File: config.mk
export PLATFORM = sky130hd
export DESIGN_NAME = phy_access_host_flat
export DESIGN_NICKNAME = d
export VERILOG_FILES = /design/src/phy_access_pkg.sv /design/src/phy_access_if.sv /design/src/phy_access_host.sv /design/src/flat_wrapper.sv
export SDC_FILE = /design/constraint.sdc
export NUM_CORES = 1
export LEC_CHECK = 0
export ABC_AREA = 1
export BUFFER_PORTS_ARGS = -buffer_cell sky130_fd_sc_hd__buf_2
export CAP_MARGIN = 20
export CORE_MARGIN = 2
export CORE_UTILIZATION = 38
export DETAILED_ROUTE_END_ITERATION = 16
export MAX_ROUTING_LAYER = met4
export PLACE_DENSITY = 0.62
export SLEW_MARGIN = 20
export SYNTH_ARGS = -nofsm -noshare
export SYNTH_HDL_FRONTEND = slang
export SYNTH_SLANG_ARGS = --single-unit
File: constraint.sdc
create_clock -name aclk -period 1.6 [get_ports aclk]
set_clock_uncertainty 0.05 [all_clocks]
set_input_delay 0.32 -clock aclk [delete_from_list [all_inputs] [get_ports aclk]]
set_output_delay 0.32 -clock aclk [all_outputs]
set_load 0.005 [all_outputs]
File: src/phy_access_pkg.sv
package phy_access_pkg;

  // shared types
  typedef logic [31:0] word_t;
  typedef logic [3:0] reg_index_t;
  typedef logic [4:0] target_phy_select_t;
  typedef logic [4:0] phy_reg_t;
  typedef logic [15:0] mgmt_data_t;
  typedef logic [1:0] axi_resp_t;

  // register indices on the device's own register port
  localparam reg_index_t phy_access_control_idx = 4'h6;
  localparam reg_index_t phy_access_data_idx = 4'h7;

  // phy_access_control field layout
  localparam int ctl_busy_bit = 0;
  localparam int ctl_dir_bit = 1;
  localparam int ctl_index_lsb = 6;
  localparam int ctl_phy_lsb = 11;
  localparam int data_lsb = 0;

  // reset values
  localparam target_phy_select_t target_phy_select_rst = 5'h00;
  localparam phy_reg_t phy_reg_rst = 5'h00;
  localparam mgmt_data_t data_rst = 16'h0000;
  localparam word_t word_zero = 32'h0000_0000;

  // host controller registers, byte addresses on the axi4-lite bus
  localparam logic [7:0] host_index_off = 8'h00;
  localparam logic [7:0] host_wdata_off = 8'h04;
  localparam logic [7:0] host_cmd_off = 8'h08;
  localparam logic [7:0] host_status_off = 8'h0c;
  localparam logic [7:0] host_rdata_off = 8'h10;
  localparam int cmd_write_bit = 0;
  localparam int cmd_read_bit = 1;
  localparam int status_pending_bit = 0;

  localparam axi_resp_t resp_okay = 2'h0;
  localparam axi_resp_t resp_slverr = 2'h2;

endpackage : phy_access_pkg

File: src/phy_access_if.sv
`timescale 1ns/1ps
interface phy_access_if;
  import phy_access_pkg::*;

  reg_index_t index;
  logic write_en;
  logic read_en;
  word_t wdata;
  word_t rdata;
  logic rvalid;

  modport device (
    input index,
    input write_en,
    input read_en,
    input wdata,
    output rdata,
    output rvalid
  );

  modport host (
    output index,
    output write_en,
    output read_en,
    output wdata,
    input rdata,
    input rvalid
  );

endinterface : phy_access_if

File: src/phy_access_host.sv
// Implementation choice: the AXI4-Lite interface to the registers.
`timescale 1ns/1ps
module phy_access_host #(
  parameter int axi_addr_width = 8
) (
  input wire logic aclk,
  input wire logic aresetn,
  phy_access_if.host link,
  input wire logic [axi_addr_width-1:0] awaddr,
  input wire logic awvalid,
  output logic awready,
  input wire phy_access_pkg::word_t wdata,
  input wire logic [3:0] wstrb,
  input wire logic wvalid,
  output logic wready,
  output phy_access_pkg::axi_resp_t bresp,
  output logic bvalid,
  input wire logic bready,
  input wire logic [axi_addr_width-1:0] araddr,
  input wire logic arvalid,
  output logic arready,
  output phy_access_pkg::word_t rdata,
  output phy_access_pkg::axi_resp_t rresp,
  output logic rvalid,
  input wire logic rready
);
  import phy_access_pkg::*;

  if (axi_addr_width < 8) begin : g_width_check
    $error("axi_addr_width must be at least 8");
  end

  typedef enum logic [2:0] {
    h_idle = 3'b001,
    h_write = 3'b010,
    h_read = 3'b100
  } host_state_t;

  typedef struct packed {
    host_state_t state;
    logic aw_have;
    logic [7:0] aw_addr;
    logic w_have;
    word_t w_data;
    logic [3:0] w_strb;
    logic awready;
    logic wready;
    logic bvalid;
    axi_resp_t bresp;
    logic arready;
    logic rvalid;
    word_t rdata;
    axi_resp_t rresp;
    reg_index_t sel_index;
    word_t out_data;
    word_t in_data;
    logic write_en;
    logic read_en;
  } host_regs_t;

  host_regs_t r_reg;
  host_regs_t r_next;
  word_t mask;

  always_comb begin
    mask = word_zero;
    for (int b = 0; b < 4; b++) begin
      mask[b*8 +: 8] = {8{r_reg.w_strb[b]}};
    end
  end

  always_comb begin
    r_next = r_reg;
    r_next.write_en = 1'b0;
    r_next.read_en = 1'b0;

    // carrier sequencing
    case (r_reg.state)
      h_idle: begin
      end
      h_write: begin
        r_next.state = h_idle;
      end
      h_read: begin
        if (link.rvalid) begin
          r_next.in_data = link.rdata;
          r_next.state = h_idle;
        end
      end
      default: begin
        r_next.state = h_idle;
      end
    endcase

    // axi write: address and data held until both are present
    if (awvalid && r_reg.awready) begin
      r_next.aw_have = 1'b1;
      r_next.aw_addr = awaddr[7:0];
    end
    if (wvalid && r_reg.wready) begin
      r_next.w_have = 1'b1;
      r_next.w_data = wdata;
      r_next.w_strb = wstrb;
    end
    if (r_reg.bvalid && bready) begin
      r_next.bvalid = 1'b0;
    end
    if (r_reg.aw_have && r_reg.w_have && !r_reg.bvalid) begin
      r_next.aw_have = 1'b0;
      r_next.w_have = 1'b0;
      r_next.bvalid = 1'b1;
      r_next.bresp = resp_okay;
      case (r_reg.aw_addr)
        host_index_off: begin
          r_next.sel_index = (r_reg.sel_index & ~mask[3:0]) | (r_reg.w_data[3:0] & mask[3:0]);
        end
        host_wdata_off: begin
          r_next.out_data = (r_reg.out_data & ~mask) | (r_reg.w_data & mask);
        end
        host_cmd_off: begin
          // commands are ignored while a carrier transfer is pending
          if (r_reg.state == h_idle && r_reg.w_strb[0]) begin
            if (r_reg.w_data[cmd_write_bit]) begin
              r_next.state = h_write;
              r_next.write_en = 1'b1;
            end else if (r_reg.w_data[cmd_read_bit]) begin
              r_next.state = h_read;
              r_next.read_en = 1'b1;
            end
          end
        end
        host_status_off, host_rdata_off: begin
        end
        default: begin
          r_next.bresp = resp_slverr;
        end
      endcase
    end
    r_next.awready = !r_next.aw_have;
    r_next.wready = !r_next.w_have;

    // axi read
    if (r_reg.rvalid && rready) begin
      r_next.rvalid = 1'b0;
    end
    if (arvalid && r_reg.arready) begin
      r_next.rvalid = 1'b1;
      r_next.rresp = resp_okay;
      r_next.rdata = word_zero;
      case (araddr[7:0])
        host_index_off: begin
          r_next.rdata[3:0] = r_reg.sel_index;
        end
        host_wdata_off: begin
          r_next.rdata = r_reg.out_data;
        end
        host_cmd_off: begin
        end
        host_status_off: begin
          r_next.rdata[status_pending_bit] = (r_reg.state != h_idle);
        end
        host_rdata_off: begin
          r_next.rdata = r_reg.in_data;
        end
        default: begin
          r_next.rresp = resp_slverr;
        end
      endcase
    end
    r_next.arready = !r_next.rvalid;
  end

  always_ff @(posedge aclk) begin
    if (!aresetn) begin
      r_reg <= '0;
      r_reg.state <= h_idle;
      r_reg.awready <= 1'b1;
      r_reg.wready <= 1'b1;
      r_reg.arready <= 1'b1;
    end else begin
      r_reg <= r_next;
    end
  end

  assign awready = r_reg.awready;
  assign wready = r_reg.wready;
  assign bvalid = r_reg.bvalid;
  assign bresp = r_reg.bresp;
  assign arready = r_reg.arready;
  assign rvalid = r_reg.rvalid;
  assign rdata = r_reg.rdata;
  assign rresp = r_reg.rresp;
  assign link.index = r_reg.sel_index;
  assign link.wdata = r_reg.out_data;
  assign link.write_en = r_reg.write_en;
  assign link.read_en = r_reg.read_en;

endmodule : phy_access_host

File: src/flat_wrapper.sv
// flat-port wrapper written by rule: the top's interface ports become plain ports
module phy_access_host_flat import phy_access_pkg::*;
#(
  parameter int axi_addr_width = 8
)
  (aclk, aresetn, awaddr, awvalid, awready, wdata, wstrb, wvalid, wready, bresp, bvalid, bready, araddr, arvalid, arready, rdata, rresp, rvalid, rready, link_index, link_write_en, link_read_en, link_wdata, link_rdata, link_rvalid);
  phy_access_if link_i ();
  input wire logic aclk;
  input wire logic aresetn;
  input wire logic [axi_addr_width-1:0] awaddr;
  input wire logic awvalid;
  output logic awready;
  input wire phy_access_pkg::word_t wdata;
  input wire logic [3:0] wstrb;
  input wire logic wvalid;
  output logic wready;
  output phy_access_pkg::axi_resp_t bresp;
  output logic bvalid;
  input wire logic bready;
  input wire logic [axi_addr_width-1:0] araddr;
  input wire logic arvalid;
  output logic arready;
  output phy_access_pkg::word_t rdata;
  output phy_access_pkg::axi_resp_t rresp;
  output logic rvalid;
  input wire logic rready;
  output wire logic [$bits(link_i.index)-1:0] link_index;
  output wire logic [$bits(link_i.write_en)-1:0] link_write_en;
  output wire logic [$bits(link_i.read_en)-1:0] link_read_en;
  output wire logic [$bits(link_i.wdata)-1:0] link_wdata;
  input wire logic [$bits(link_i.rdata)-1:0] link_rdata;
  input wire logic [$bits(link_i.rvalid)-1:0] link_rvalid;
  assign link_index = link_i.index;
  assign link_write_en = link_i.write_en;
  assign link_read_en = link_i.read_en;
  assign link_wdata = link_i.wdata;
  assign link_i.rdata = link_rdata;
  assign link_i.rvalid = link_rvalid;
  phy_access_host #(.axi_addr_width(axi_addr_width)) u_core (.aclk(aclk), .aresetn(aresetn), .link(link_i), .awaddr(awaddr), .awvalid(awvalid), .awready(awready), .wdata(wdata), .wstrb(wstrb), .wvalid(wvalid), .wready(wready), .bresp(bresp), .bvalid(bvalid), .bready(bready), .araddr(araddr), .arvalid(arvalid), .arready(arready), .rdata(rdata), .rresp(rresp), .rvalid(rvalid), .rready(rready));
endmodule
# Word level (Yosys, flattened, before mapping)
# Cells that the tools add are included.
[classes] muxes=21 addsub=0 div=0 eq_ne=11 n_reduce_logical=22 n_lt_le_gt_ge=0 n_shift=0 multipliers=0 n_bitwise=12
[ops] operator="AND 32 bit" n=2
[ops] operator="one-hot mux 28 bit (2 select lines)" n=1
[ops] operator="two-way mux 37 bit" n=1
[ops] operator="two-way mux 35 bit" n=1
[ops] operator="== test 8 x 4 -> 1 bit, second input constant" n=4
[ops] operator="NOT 32 bit" n=1
[ops] operator="bitwise OR 32 bit" n=1
[ops] operator="two-way mux 3 bit" n=6
[ops] operator="== test 8 x 3 -> 1 bit, second input constant" n=2
[ops] operator="== test 8 x 5 -> 1 bit, second input constant" n=2
[ops] operator="logical NOT 8 bit" n=2
[ops] operator="OR reduction 5 bit" n=3
[ops] operator="two-way mux 9 bit" n=1
[ops] operator="one-hot mux 3 bit (3 select lines)" n=1
[ops] operator="AND 4 bit" n=2
[ops] operator="logical AND 1 bit" n=8
[ops] operator="one-hot mux 3 bit (2 select lines)" n=1
[ops] operator="AND reduction 2 bit" n=3
[ops] operator="two-way mux 1 bit" n=5
[ops] operator="logical NOT 1 bit" n=4
[ops] operator="two-way mux 2 bit" n=2
[ops] operator="two-way mux 4 bit" n=1
[ops] operator="NOT 1 bit" n=4
[ops] operator="NOT 4 bit" n=1
[ops] operator="7 further kinds" n=7
[totals] latch_bits=0 mem_count=0 mem_bits_ro=0 out_inout_bits=79 ff_bits=160 in_bits=92 word_cells=85 ramBits=0

# Longest topological paths before layout
[logic_depth] ltp_word=8 ltp_mapped=8 mapped_depth_nobuf=7

# Worst setup path after synthesis
# Ideal clock, no wire load.
[synth_timing] kind="flip-flop to flip-flop" start="reg u_core.r_reg[148] in the netlist's numbering" end="reg with a tool-made name" slack_ns=0.317 path_buffers=0 arrival_time_ns=1.110 path_stages_with_launch=7 required_ns=1.427 path_cell_list="dfxtp_1 nor2_2 nand3_1 nor2_4 nand2_1 o21ai_0 a21oi_1"
[synth_lines] element="start, declared" line_no="phy_access_host.sv:61" source="host_regs_t r_reg;"
[synth_lines] element="start signal, assigned" line_no="phy_access_host.sv:181" source="r_reg <= r_next;"

==> results.txt <==
The flow ran to the end, and the final reports show no timing, DRC or antenna violations. The Yosys step of the flow raised 0 warnings. The total wirelength of the detailed-routed design came out at about 18,000 um. The root buffer cell is clkbuf_16.

After synthesis, the share of flip-flops with an asynchronous set or reset is 0%. After synthesis, the mean cell area works out to approximately 7.7 um2. Traced cell by cell, the critical path runs through nor2_2, nand3_1, nor2_4, buf_4, buf_12, nand4_1, a21oi_1. The worst slack at placement is -0.0567 ns. Clock tree synthesis inserted a total of 17 buffers. The width of the die came out at 138 um. The worst-case IR drop observed on VDD is 714 uV. The setup violation total in the final timing report is 0. The H-tree was split into 4 levels. The area enclosed by the die boundary is 19,000 um2. The share of post-route cells with drive strength above 1 came out at between 20% and 30%.

The vertical extent of the die came out at 138 um. The number of non-filler instances in the completed layout came out at ~1,200. The count of input and output buffers is about 170. The part of the cycle the worst path needs is between 90% and 100%. In the layout the commonest cells are buf_2 (168), dfxtp_1 (158), nand3_1 (110). The worst setup path is launched from a flop. The maximum clock rate came out at between 600 and 700 MHz. The slowest stage of the critical path is the dfxtp_1 cell. The top cell type by area accounts for a little under half of the synthesized area.

The detailed router's first-iteration violation count is 356. The final design instance area without fill came out at 8040 um2. The worst setup margin came out at 0.126 ns.

Setup repair after global routing left no endpoint under its margin. The leading area contributor after synthesis is dfxtp_1. The number of global-route vias before repair is 5,238. In the synthesized netlist the dominant register cell turns out to be dfxtp_1. The number of sinks driven by the clock tree came out at about 160. The class of the worst hold path is in -> reg. The gate count after technology mapping came out at between 800 and 900. The worst setup path is captured at a flop. The placement-stage cell area is about 7400 um2.

The count of unresolved DRC violations after routing is 0. In this run the register-to-register setup slack is around 0.13 ns. The CTS tree is built.

The final estimated routing congestion in global placement came out at just over 0.8. The clock edge transition at the registers on the reported setup and hold paths came out at 0.06 ns. The number of antenna violations at the first check in global routing came out at 0.

The residual overflow from global routing came out at 0. The max-slew violation total from the final report is 0. The max-capacitance violation count came out at 0. The filler cells instantiated in the layout total around 1,800. Synthesis instantiated 23 different standard cells from the library. Ranked by total cell area, the synthesized netlist is headed by dfxtp_1 (46%), nand3_1 (8.3%), buf_4 (8.3%), o21ai_0 (6.3%), a21oi_1 (6.0%). 0 antenna diodes ended up in the layout. The number of cell rows came out at 48. The overall track demand over capacity in global routing came out at approximately a fifth. The total of hold buffers inserted after clock tree synthesis is 0. The largest net degree at the start of global routing is slightly above 90.

Data on the critical path is required at its endpoint by 1.90 ns. In this run the deepest clock path goes through 2 buffers. The highest fanout seen on the critical path is 15. The most frequent standard cell in the layout excluding fill and tap cells is buf_2. The region available for standard cell placement spans between 15,000 and 20,000 um2.

The data arrival time at the worst-slack endpoint came out at roughly 1.8 ns. The count of placed standard cells including taps is approximately 1,200. The insertion delay of the later-clocked pin in the worst-skew pair is ~0.42 ns. After detailed routing, the number of vias per cell comes to between 4 and 5.

The largest single stage delay on the critical path is 0.32 ns. Counting flops and latches in the post-synthesis netlist gives about 160. The number of antenna-violating nets in the routed design is 0.

The buffering stage count on the worst path with inverters included is 2. The number of enable flip-flop cells after synthesis came out at 0. The count of endpoints failing hold in the final timing report is 0. Summed over all cells, the static leakage comes to roughly 3.5 nW. The post-detailed-route wirelength per cell is 14.8 um. For this design the top-level I/O count stands at around 170. The family of cells with the greatest summed delay on the critical path is simple AND/OR/NAND/NOR gates. The initial standard-cell utilization of the core is slightly below 40%.

The number of iterations in the first detailed-routing pass came out at 5. Summing over every cut layer, the via total after detailed routing is 5,961. The power density relative to cell area is about 1100 nW/um2. The final critical path time including I/O delays and setup came out at roughly 1.5 ns. The first global-routing pass estimated about 27,000 um of wire. The setup path with the least slack is of type reg -> reg. Of the synthesized area, sequential elements account for a little under half. The post-synth design cell area is a little under 7000 um2. The estimated wirelength of the detail-placed design came out at 12,800 um. Compared with the post-synthesis result, the final layout area differs by 18.2%.

The final layout net count came out at around 1,100.
[worst paths after layout]
check / from / to / cells after the start
setup / recovery: u_core.r_reg[155] / flop / 7
setup reg to reg: u_core.r_reg[155] / flop / 7
hold reg to reg: u_core.r_reg[22] / u_core.r_reg[22] / 2
hold / removal: wdata[8] / u_core.r_reg[123] / 3
[where the power goes]
group / switching (mW) / total (mW) / leakage [nW] / internal (mW)
clock network: 1.57 / 4.03 / 0.278 / 2.46
registers: 0.108 / 4.21 / 1.29 / 4.10
logic: 0.444 / 0.773 / 1.89 / 0.329
total: 2.12 / 9.01 / 3.46 / 6.89
[worst reg2reg max path: cells and delay by family (launching register included)]
family          cells  cell delay [ns]
flops               1             0.32
buf+inv             2             0.28
compound gates      1             0.16
simple gates        4             0.59
[metal layers]
layer | vias to the layer above | track usage (%) | wire, um
met2 | 197 | 27.8 | 7750
li1 | 3063 | - | -
met1 | 2687 | 27.3 | 8620
met3 | 14 | 4.01 | 1240
met5 | - | - | 0
met4 | 0 | 6.12 | 227
[through the flow]
| stage | hold WS (ns) | utilization (%) | total power, mW | setup TNS [ns] |
|---|---|---|---|---|
| finish | 0.0857 | 46.2 | 9.01 | 0 |
| floorplan | 0.375 | - | 4.80 | 0 |
| global placement | 0.399 | 42.4 | 5.05 | -0.402 |
| global route | 0.0924 | 46.2 | 9.40 | 0 |
| CTS | 0.0743 | 46.0 | 9.07 | -0.00137 |
| detailed placement | 0.402 | 42.4 | 5.06 | -1.28 |
[cells by family after synthesis]
kind of cell / synth area share (%)
simple gates: 22.1
compound gates: 16.0
other cells: 0.0551
flops: 46.5
buf+inv: 15.3
[cell type report]
class | count | area (um2) | area share (%)
Inverter | 56 | 210 | 2.61
Clock buffer | 23 | 488 | 6.07
Timing Repair Buffer | 196 | 1160 | 14.5
Tap cell | 225 | 282 | 3.50
Sequential cell | 158 | 3160 | 39.3
Clock inverter | 8 | 108 | 1.34
Multi-Input combinational cell | 541 | 2630 | 32.7
[synthesized netlist by cell type, types with 11 or more instances]
master,number
nor2_1,107
nand3_1,113
buf_4,75
dfxtp_1,158
nand4_1,25
o21ai_0,86
buf_2,16
clkbuf_1,39
a21oi_1,81
a31o_2,11
nand2_1,88
a31o_1,13
inv_1,53
[timing repair]
item                                    in CTS  in global routing
gates resized for setup                      1                  4
pin swaps                                    1                  1
endpoints found under the setup margin      32                 31
buffers inserted                             2                  3
hold endpoints to repair                     0                  0
Note: power is estimated with default switching activity, not from simulation.
